### src/inc/sdt_pkg.sv
// constants and types for the symbol detector threshold block
// Function
// - meter thresholds are 16-bit signed, pause limit unsigned, low and high bytes
// - pause zeroes predictor correction before subtraction
// - pause lasts five symbols after last exceed
// - predictor coefficient updates continue while paused
// - sync passes when matches exceed 7-bit limit
// - sync limit ignored unless auto sync enabled
// - remote level above high limit sets flag
// - remote level below low limit sets flag
// - noise meter above limit sets low-SNR flag
// - four-level thresholds are zero and twice cursor
// - scaled output is symbol times cursor level
// - self-adapt gain error is abs output minus target
// - equalizer-error mode ignores gain target
// - output select picks receive interface source
// - feedback select picks scrambler or slicer path
// - two-level slicer keeps sign bits only
// - two-level scrambler runs per symbol, magnitude zero
// - four-level scrambler runs per bit, both bits
// - peak path gets programmable extra symbol delay
// - gain mode bit selects equalizer-error or self-adapt
package sdt_pkg;
	// ---------------------------------------------------------------
	// register byte addresses
	// ---------------------------------------------------------------
	localparam logic [7:0] ADDR_IRQ_SOURCE = 8'h05;
	localparam logic [7:0] ADDR_PAUSE_LIMIT = 8'h2c;
	localparam logic [7:0] ADDR_SYNC_LIMIT = 8'h2e;
	localparam logic [7:0] ADDR_HIGH_LIMIT = 8'h30;
	localparam logic [7:0] ADDR_LOW_LIMIT = 8'h32;
	localparam logic [7:0] ADDR_NOISE_LIMIT = 8'h34;
	localparam logic [7:0] ADDR_UNIT_LEVEL = 8'h36;
	localparam logic [7:0] ADDR_GAIN_TARGET = 8'h38;
	localparam logic [7:0] ADDR_MODE_CONTROL = 8'h3a;
	localparam logic [7:0] ADDR_PEAK_DELAY = 8'h3b;
	// ---------------------------------------------------------------
	// fields and reset values
	// ---------------------------------------------------------------
	localparam int PEAK_ENABLE_BIT = 7;
	localparam int OUT_SELECT_LSB = 5;
	localparam int FEEDBACK_SELECT_BIT = 4;
	localparam int TWO_LEVEL_BIT = 3;
	localparam int FLAG_LEVEL_HIGH = 0;
	localparam int FLAG_LEVEL_LOW = 1;
	localparam int FLAG_LOW_SNR = 2;
	localparam logic [15:0] RESET_WORD = 16'h0000;
	localparam logic [7:0] RESET_BYTE = 8'h00;
	localparam logic [2:0] PAUSE_SYMBOLS = 3'h5;
	// ---------------------------------------------------------------
	// types
	// ---------------------------------------------------------------
	typedef enum logic [1:0] {OUT_FOLLOW_FEEDBACK, OUT_TX_LOOPBACK, OUT_SCRAMBLER,
		OUT_RESERVED} sdt_outsel_t;
	typedef struct packed {
		logic sign; // 1 is positive
		logic mag; // 0 is outer level (3), 1 is inner level (1)
	} sdt_sym_t;
	typedef struct packed {
		logic [15:0] pauseLimit;
		logic [6:0] syncLimit;
		logic [15:0] highLimit;
		logic [15:0] lowLimit;
		logic [15:0] noiseLimit;
		logic [15:0] unitLevel;
		logic [15:0] gainTarget;
		logic [7:0] modes;
		logic [3:0] peakDelay;
	} sdt_cfg_t;
endpackage : sdt_pkg

### src/verilog/sdt_symbol_detector.sv
// symbol detector thresholds, slicing, output selection and receive fifo
`timescale 1ns/1ps

// ---------------------------------------------------------------
// receive symbol fifo
// ---------------------------------------------------------------
module sdt_fifo
	import sdt_pkg::*;
#(
	parameter int WIDTH = 2,
	parameter int DEPTH = 8
)(
	// clock and reset
	input wire logic core_clk,
	input wire logic rst_n,
	// fill side
	input wire logic inValid,
	output logic inReady,
	input wire logic [WIDTH-1:0] inData,
	// drain side
	output logic outValid,
	input wire logic outReady,
	output logic [WIDTH-1:0] outData
);
	localparam int AW = $clog2(DEPTH);
	logic [WIDTH-1:0] mem [DEPTH];
	logic [AW-1:0] wrPtr;
	logic [AW-1:0] rdPtr;
	logic [AW:0] count;
	logic [AW-1:0] next_wrPtr;
	logic [AW-1:0] next_rdPtr;
	logic [AW:0] next_count;
	logic push;
	logic pop;

	// handshake and pointer update
	always_comb
	begin
		inReady = (count != DEPTH[AW:0]);
		outValid = (count != '0);
		outData = mem[rdPtr];
		push = inValid && inReady;
		pop = outValid && outReady;
		next_wrPtr = wrPtr;
		next_rdPtr = rdPtr;
		if (push)
			next_wrPtr = (wrPtr == AW'(DEPTH - 1)) ? '0 : wrPtr + 1'b1;
		if (pop)
			next_rdPtr = (rdPtr == AW'(DEPTH - 1)) ? '0 : rdPtr + 1'b1;
		next_count = count + {{AW{1'b0}}, push} - {{AW{1'b0}}, pop};
	end

	// pointer registers
	always_ff @(posedge core_clk)
	begin
		if (!rst_n)
		begin
			wrPtr <= '0;
			rdPtr <= '0;
			count <= '0;
		end
		else
		begin
			wrPtr <= next_wrPtr;
			rdPtr <= next_rdPtr;
			count <= next_count;
		end
	end

	// storage, no reset needed
	always_ff @(posedge core_clk)
	begin
		if (push)
			mem[wrPtr] <= inData;
	end
endmodule : sdt_fifo

// ---------------------------------------------------------------
// symbol detector top
// ---------------------------------------------------------------
module sdt_symbol_detector
	import sdt_pkg::*;
#(
	parameter int PEAK_DEPTH = 16,
	parameter int FIFO_DEPTH = 8
)(
	// clock and reset
	input wire logic core_clk,
	input wire logic rst_n,
	// microprocessor register port
	input wire logic [7:0] regAddr,
	input wire logic regWrite,
	input wire logic regRead,
	input wire logic [7:0] regWrData,
	output logic [7:0] regRdData,
	// receive path, one symbol per accepted strobe
	input wire logic symValid,
	output logic symReady,
	input wire logic [15:0] rxSample,
	input wire logic [15:0] predictorCorrection,
	output logic predictorPaused,
	output logic predictorCoefUpdate,
	output logic [17:0] slicerError,
	output logic [17:0] scaledSymbol,
	// peak detector and scrambler
	input wire logic peakCriteriaMet,
	input wire sdt_sym_t peakSymbol,
	input wire sdt_sym_t scramblerSymbol,
	input wire sdt_sym_t txLoopbackSymbol,
	output logic scramblerTwoBits,
	output sdt_sym_t scramblerOut,
	// scrambler sync test
	input wire logic autoSyncEnable,
	input wire logic [7:0] matchCount,
	output logic syncPass,
	// meters
	input wire logic meterValid,
	input wire logic [15:0] remoteLevelMeter,
	input wire logic [15:0] noiseMeter,
	output logic [2:0] alarmFlags,
	// gain loop
	input wire logic gainLoopErrorSelect,
	input wire logic [15:0] gainOutput,
	output logic [17:0] gainLoopError,
	// decision feedback path
	output sdt_sym_t feedbackSymbol,
	// channel unit receive interface
	output logic cuRxValid,
	input wire logic cuRxReady,
	output sdt_sym_t cuRxSymbol
);
	sdt_cfg_t cfg;
	sdt_cfg_t next_cfg;
	logic [2:0] irqSource;
	logic [2:0] next_irqSource;
	logic [7:0] next_regRdData;
	logic [2:0] pauseCount;
	logic [2:0] next_pauseCount;
	sdt_sym_t peakLine [PEAK_DEPTH];
	logic peakMetLine [PEAK_DEPTH];
	sdt_sym_t next_feedback;
	sdt_sym_t next_scrOut;
	sdt_sym_t sliced;
	sdt_sym_t detected;
	sdt_sym_t cuSel;
	logic [17:0] next_slicerError;
	logic [17:0] next_scaled;
	logic [17:0] next_gainError;
	logic [17:0] slicerIn;
	logic [17:0] absError;
	logic [17:0] levelTwice;
	logic [17:0] slicerAbs;
	logic [17:0] corrUsed;
	logic symAccept;
	logic exceed;
	logic fifoInReady;
	logic twoLevel;
	logic next_syncPass;

	// one byte into a two-byte register
	function automatic logic [15:0] put_byte(input logic [15:0] old, input logic hiHalf,
		input logic [7:0] data);
		put_byte = hiHalf ? {data, old[7:0]} : {old[15:8], data};
	endfunction : put_byte

	// is the address either byte of the two-byte register at base
	function automatic logic hits(input logic [7:0] addr, input logic [7:0] base);
		hits = (addr[7:1] == base[7:1]);
	endfunction : hits

	// absolute value at 18 bits
	function automatic logic [17:0] abs18(input logic [17:0] v);
		abs18 = v[17] ? 18'(-v) : v;
	endfunction : abs18

	// ---------------------------------------------------------------
	// register file
	// ---------------------------------------------------------------
	// writes, reads and alarm flags; set beats a write-one clear
	always_comb
	begin
		next_cfg = cfg;
		next_regRdData = regRdData;
		next_irqSource = irqSource;
		if (regWrite)
		begin
			if (regAddr == ADDR_IRQ_SOURCE)
				next_irqSource = irqSource & ~regWrData[2:0];
			else if (hits(regAddr, ADDR_PAUSE_LIMIT))
				next_cfg.pauseLimit = put_byte(cfg.pauseLimit, regAddr[0], regWrData);
			else if (regAddr == ADDR_SYNC_LIMIT)
				next_cfg.syncLimit = regWrData[6:0];
			else if (hits(regAddr, ADDR_HIGH_LIMIT))
				next_cfg.highLimit = put_byte(cfg.highLimit, regAddr[0], regWrData);
			else if (hits(regAddr, ADDR_LOW_LIMIT))
				next_cfg.lowLimit = put_byte(cfg.lowLimit, regAddr[0], regWrData);
			else if (hits(regAddr, ADDR_NOISE_LIMIT))
				next_cfg.noiseLimit = put_byte(cfg.noiseLimit, regAddr[0], regWrData);
			else if (hits(regAddr, ADDR_UNIT_LEVEL))
				next_cfg.unitLevel = put_byte(cfg.unitLevel, regAddr[0], regWrData);
			else if (hits(regAddr, ADDR_GAIN_TARGET))
				next_cfg.gainTarget = put_byte(cfg.gainTarget, regAddr[0], regWrData);
			else if (regAddr == ADDR_MODE_CONTROL)
				next_cfg.modes = regWrData;
			else if (regAddr == ADDR_PEAK_DELAY)
				next_cfg.peakDelay = regWrData[3:0];
		end
		// signed meter compares, flags are sticky
		if (meterValid && ($signed(remoteLevelMeter) > $signed(cfg.highLimit)))
			next_irqSource[FLAG_LEVEL_HIGH] = 1'b1;
		if (meterValid && ($signed(remoteLevelMeter) < $signed(cfg.lowLimit)))
			next_irqSource[FLAG_LEVEL_LOW] = 1'b1;
		if (meterValid && ($signed(noiseMeter) > $signed(cfg.noiseLimit)))
			next_irqSource[FLAG_LOW_SNR] = 1'b1;
		if (regRead)
		begin
			if (regAddr == ADDR_IRQ_SOURCE)
				next_regRdData = {5'h00, irqSource};
			else if (hits(regAddr, ADDR_PAUSE_LIMIT))
				next_regRdData = regAddr[0] ? cfg.pauseLimit[15:8] : cfg.pauseLimit[7:0];
			else if (regAddr == ADDR_SYNC_LIMIT)
				next_regRdData = {1'b0, cfg.syncLimit};
			else if (hits(regAddr, ADDR_HIGH_LIMIT))
				next_regRdData = regAddr[0] ? cfg.highLimit[15:8] : cfg.highLimit[7:0];
			else if (hits(regAddr, ADDR_LOW_LIMIT))
				next_regRdData = regAddr[0] ? cfg.lowLimit[15:8] : cfg.lowLimit[7:0];
			else if (hits(regAddr, ADDR_NOISE_LIMIT))
				next_regRdData = regAddr[0] ? cfg.noiseLimit[15:8] : cfg.noiseLimit[7:0];
			else if (hits(regAddr, ADDR_UNIT_LEVEL))
				next_regRdData = regAddr[0] ? cfg.unitLevel[15:8] : cfg.unitLevel[7:0];
			else if (hits(regAddr, ADDR_GAIN_TARGET))
				next_regRdData = regAddr[0] ? cfg.gainTarget[15:8] : cfg.gainTarget[7:0];
			else if (regAddr == ADDR_MODE_CONTROL)
				next_regRdData = cfg.modes;
			else if (regAddr == ADDR_PEAK_DELAY)
				next_regRdData = {4'h0, cfg.peakDelay};
			else
				next_regRdData = 8'h00;
		end
	end

	// register file state
	always_ff @(posedge core_clk)
	begin
		if (!rst_n)
		begin
			cfg <= '{RESET_WORD, 7'h00, RESET_WORD, RESET_WORD, RESET_WORD, RESET_WORD,
				RESET_WORD, RESET_BYTE, 4'h0};
			irqSource <= 3'h0;
			regRdData <= RESET_BYTE;
		end
		else
		begin
			cfg <= next_cfg;
			irqSource <= next_irqSource;
			regRdData <= next_regRdData;
		end
	end

	assign alarmFlags = irqSource;

	// ---------------------------------------------------------------
	// slicer, pause and detector
	// ---------------------------------------------------------------
	assign twoLevel = cfg.modes[TWO_LEVEL_BIT];
	assign symReady = fifoInReady;
	assign symAccept = symValid && fifoInReady;
	assign predictorPaused = (pauseCount != 3'h0);
	assign predictorCoefUpdate = symAccept;

	// slicing and error forming for the symbol now at the input
	always_comb
	begin
		corrUsed = predictorPaused ? 18'h00000 : {{2{predictorCorrection[15]}},
			predictorCorrection};
		slicerIn = {{2{rxSample[15]}}, rxSample} - corrUsed;
		slicerAbs = abs18(slicerIn);
		levelTwice = {1'b0, cfg.unitLevel, 1'b0};
		sliced.sign = !slicerIn[17];
		sliced.mag = twoLevel ? 1'b0 : (slicerAbs <= levelTwice);
		// the delayed peak decision overrides the slicer when its criteria hold
		if (cfg.modes[PEAK_ENABLE_BIT] && peakMetLine[cfg.peakDelay])
			detected = peakLine[cfg.peakDelay];
		else
			detected = sliced;
		next_scaled = detected.mag ? {2'b00, cfg.unitLevel} : 18'(3 * cfg.unitLevel);
		if (!detected.sign)
			next_scaled = 18'(-next_scaled);
		next_slicerError = slicerIn - next_scaled;
		absError = abs18(next_slicerError);
		exceed = absError > {2'b00, cfg.pauseLimit};
		next_pauseCount = pauseCount;
		if (symAccept)
		begin
			if (exceed)
				next_pauseCount = PAUSE_SYMBOLS;
			else if (pauseCount != 3'h0)
				next_pauseCount = pauseCount - 3'h1;
		end
		// scrambler magnitude held at zero in two-level mode
		next_scrOut.sign = scramblerSymbol.sign;
		next_scrOut.mag = twoLevel ? 1'b0 : scramblerSymbol.mag;
		next_feedback = cfg.modes[FEEDBACK_SELECT_BIT] ? next_scrOut : detected;
		next_gainError = gainLoopErrorSelect ? next_slicerError
			: abs18({{2{gainOutput[15]}}, gainOutput}) - {2'b00, cfg.gainTarget};
		next_syncPass = autoSyncEnable && (matchCount > {1'b0, cfg.syncLimit});
	end

	// scrambler steps once per symbol in two-level mode, twice otherwise
	assign scramblerTwoBits = !twoLevel;

	// per-symbol output registers, sync pass registered every clock
	always_ff @(posedge core_clk)
	begin
		if (!rst_n)
		begin
			pauseCount <= 3'h0;
			slicerError <= 18'h00000;
			scaledSymbol <= 18'h00000;
			gainLoopError <= 18'h00000;
			feedbackSymbol <= '0;
			scramblerOut <= '0;
			syncPass <= 1'b0;
		end
		else
		begin
			pauseCount <= next_pauseCount;
			syncPass <= next_syncPass;
			if (symAccept)
			begin
				slicerError <= next_slicerError;
				scaledSymbol <= next_scaled;
				gainLoopError <= next_gainError;
				feedbackSymbol <= next_feedback;
				scramblerOut <= next_scrOut;
			end
		end
	end

	// peak detector input delay line; tap 0 already lags the input by one symbol
	always_ff @(posedge core_clk)
	begin
		if (!rst_n)
		begin
			for (int i = 0; i < PEAK_DEPTH; i++)
			begin
				peakLine[i] <= '0;
				peakMetLine[i] <= 1'b0;
			end
		end
		else if (symAccept)
		begin
			peakLine[0] <= peakSymbol;
			peakMetLine[0] <= peakCriteriaMet;
			for (int i = 1; i < PEAK_DEPTH; i++)
			begin
				peakLine[i] <= peakLine[i-1];
				peakMetLine[i] <= peakMetLine[i-1];
			end
		end
	end

	// ---------------------------------------------------------------
	// channel unit output select and fifo
	// ---------------------------------------------------------------
	always_comb
	begin
		case (sdt_outsel_t'(cfg.modes[OUT_SELECT_LSB +: 2]))
			OUT_TX_LOOPBACK: cuSel = txLoopbackSymbol;
			OUT_SCRAMBLER: cuSel = next_scrOut;
			default: cuSel = next_feedback;
		endcase
	end

	sdt_fifo #(
		.WIDTH(2),
		.DEPTH(FIFO_DEPTH)
	) u_fifo (
		.core_clk(core_clk),
		.rst_n(rst_n),
		.inValid(symValid),
		.inReady(fifoInReady),
		.inData(cuSel),
		.outValid(cuRxValid),
		.outReady(cuRxReady),
		.outData(cuRxSymbol)
	);
endmodule : sdt_symbol_detector

### config.mk
export PLATFORM = sky130hd
export DESIGN_NAME = sdt_symbol_detector
export DESIGN_NICKNAME = d
export VERILOG_FILES = /design/src/inc/sdt_pkg.sv /design/src/verilog/sdt_symbol_detector.sv
export SDC_FILE = /design/constraint.sdc
export NUM_CORES = 1
export LEC_CHECK = 0
export ABC_AREA = 1
export ABC_CLOCK_PERIOD_IN_PS = 20200
export BUFFER_PORTS_ARGS = -buffer_cell sky130_fd_sc_hd__buf_2
export CAP_MARGIN = 40
export CORE_MARGIN = 5
export CORE_UTILIZATION = 32
export DETAILED_ROUTE_END_ITERATION = 12
export GPL_TIMING_DRIVEN = 0
export SLEW_MARGIN = 20
export SYNTH_ARGS = -nofsm -noshare
export SYNTH_HDL_FRONTEND = slang
export SYNTH_HIERARCHICAL = 1
export SYNTH_SLANG_ARGS = --single-unit
### constraint.sdc
create_clock -name core_clk -period 20.2 [get_ports core_clk]
set_clock_uncertainty 0.1 [all_clocks]
set_input_delay 0 -clock core_clk [delete_from_list [all_inputs] [get_ports core_clk]]
set_output_delay 0 -clock core_clk [all_outputs]
set_load 0.05 [all_outputs]
==> flow_summary.json <==
{
  "status": "complete, no violations",
  "cp-startpoint": "pauseCount[0]",
  "rows": 88,
  "nNetsFinal": 3173,
  "first_global_vias": 17360,
  "final.setup.tns_ps": 0,
  "yosysUniqueCellTypes": 68,
  "synth_seq_cells": 269,
  "worst-setup-path-type": "reg2reg",
  "antenna_left": 0,
  "hold_violations": 0,
  "multi_input_area_mm2": 0.01084,
  "seq_area_mm2": 0.005936,
  "path_buf_inv": 12,
  "min_from": "regAddr[3]",
  "drtIter0Drc": 1303,
  "grt_start_max_net_pins": 34,
  "finalSetupViolCount": 0,
  "max_freq_mhz": 87.62,
  "critPathRequiredTime_ps": 20510,
  "post-route-min-period_ps": 11410,
  "syn_to_final_growth_pct": 19.33,
  "initial_core_util": 0.3233,
  "dominantRegCellSynth": "dfxtp_1",
  "synth_seq_area_share": 0.3176,
  "post_drt_wl_per_cell_um": 17.59,
  "r2r_start": "pauseCount[0]",
  "cts_tree": "done",
  "vias_per_cell": 4.937,
  "netlist_instances": 2610,
  "drive_above_1_share": 0.1371,
  "dp_hpwl_mm": 51.96,
  "cts-buffers-inserted": 34,
  "cts_max_level": 2,
  "vias": 18160,
  "track_usage": 0.1971,
  "critical_path.max_fanout": 10,
  "worst_ep_arrival_time_ps": 11720,
  "die_w_um": 251.7,
  "cp-start-kind": "flop",
  "worst_path_largest_cell_delay_ps": 570,
  "die_h_um": 251.7,
  "first_pass_iters": 6,
  "fp.coreArea_mm2": 0.05781,
  "post-route-drc-count": 0,
  "cts.path.max_buffers": 3,
  "postCtsSetupBuffers": 0,
  "gp_congestion": 0.9729,
  "rrSetupSlack_ps": 8790,
  "syn_area_mm2": 0.01869,
  "finalMaxSlewViolations": 0,
  "synth_edf_count": 55,
  "antenna_found_initial": 3,
  "die-area_mm2": 0.06334,
  "cp_common_cell": "nand2_1",
  "slew-limit-headroom": 0.4382,
  "crit_path_end_kind": "flop",
  "overflow": 0,
  "synthArstFlopShare": 0,
  "hold_class": "in2reg",
  "clock-root-buffer": "clkbuf_16",
  "min_path_cells": 5,
  "drt-total-wl_mm": 64.71,
  "avgSynthCellArea_um2": 7.161,
  "cp_top_family": "simple AND/OR/NAND/NOR gates",
  "r2r-end": "pauseCount[2]",
  "period_share": 0.5650,
  "clock-sinks": 269,
  "num-fill-cells": 6211,
  "slowest_stage": "or4_1",
  "synth_warnings": 6,
  "min_to": "regRdData[3]",
  "grt_pass1_wl_mm": 98.45,
  "rr_worst_depth": 62,
  "rsz0062_at_grt": "false",
  "cts.clk_slew.worst_paths_ps": 60,
  "insertion_delay_ps": 550,
  "worstMarginPinSlew_ps": 836.3,
  "io_buffers": 194,
  "maxCapViolations": 0,
  "synth_nets": 2898,
  "io_pins": 197
}
[final cells by class]
class,instances,area share
multi-input cells,1858,0.4859
flip-flops and latches,269,0.2661
inverters,405,0.06827
repair buffers,239,0.06345
clock buffers,44,0.04449
well taps,765,0.04291
plain buffers,78,0.01773
clock inverters,17,0.01077
diodes,3,0.0003366
[worst max path at each step]
stage,end,slack [ps],depth (start not counted)
after CTS,pauseCount[1],8830,62
after detailed placement,pauseCount[1],8890,62
after global placement,pauseCount[1],8870,62
final,pauseCount[2],8790,62
after floorplan,pauseCount[1],10910,68
after global routing,pauseCount[0],7710,62
[cells in the final DEF, fill, tap and decap left out, types with 36 or more instances in the layout]
cell	count
a21oi_1	205
a211oi_1	48
nand2_1	488
nand3_1	131
clkbuf_1	57
inv_1	383
o21ai_0	226
dfxtp_1	214
nor2_1	212
ha_1	163
edfxtp_1	55
buf_2	200
nand2_2	50
dlygate4sd3_1	40
clkbuf_16	36
xor2_1	68
[per-stage QoR]
stage                 util  hold slack, ps  worst slack [ps]  area [um^2]  std cells
floorplan                -           12.74             10910        18690       2610
global placement    0.3567           137.5              8870        20620       3569
detailed placement  0.3572           137.8              8890        20650       3572
CTS                 0.3853          0.2225              8833        22270       3672
global route        0.3858           68.48              7713        22300       3676
finish              0.3858           37.22              8787        22300       3678
[cell usage after synthesis (all sizes together), types with 25 or more instances]
cell | n | area, um^2
dfxtp | 214 | 4284
clkbuf | 56 | 210.2
nor3 | 37 | 195.2
a21oi | 207 | 1044
nand2 | 551 | 2291
inv | 397 | 1490
ha | 163 | 2039
xor2 | 69 | 611.8
a211oi | 48 | 360.4
nor2 | 227 | 909.6
o21ai | 241 | 1225
xnor2 | 25 | 219.0
nand3 | 146 | 813.3
edfxtp | 55 | 1652
[sequential cells by signal, summed over array words and instances (netlist names), named ones only]
| register | cells |
|---|---|
| cfg | 115 |
| peakLine | 32 |
| gainLoopError | 18 |
| scaledSymbol | 18 |
| slicerError | 18 |
| peakMetLine | 16 |
| u_fifo/mem | 16 |
| regRdData | 8 |
| u_fifo/count | 4 |
| alarmFlags | 3 |
| pauseCount | 3 |
| u_fifo/rdPtr | 3 |
| u_fifo/wrPtr | 3 |
| feedbackSymbol | 2 |
| scramblerOut | 2 |
| syncPass | 1 |
[cell families (layout without fill, tap and decap cells)]
logic type	count (synthesis)	in the layout	synth area share
AOI/OAI and AO/OA	594	594	0.1810
DFF	269	269	0.3176
adders and majority gates	168	168	0.1145
and+or+nand+nor	1002	1002	0.2399
buffers and inverters	483	783	0.1026
xor gates and xnor gates	94	94	0.04445
other	0	3	0
[layer usage]
layer | global-route usage | routed length, um
met5 | 0 | 0
met4 | 0.07641 | 2845
met3 | 0.02928 | 3602
met2 | 0.3404 | 30590
met1 | 0.2487 | 27670
[worst min-delay path: stages]
cell	delay, ps
buf_2	140
nand3_1	270
nand2_1	90
nand3_1	80
a21oi_1	60
[what timing repair did]
| action | CTS | global route |
|---|---|---|
| hold buffers | 39 | 0 |
| resized for setup | 0 | 0 |
| hold endpoints to repair | 125 | 0 |
Power is left out: the tool's default activity adds up to more than one toggle a clock period on the data nets, which glitch-free logic cannot reach.
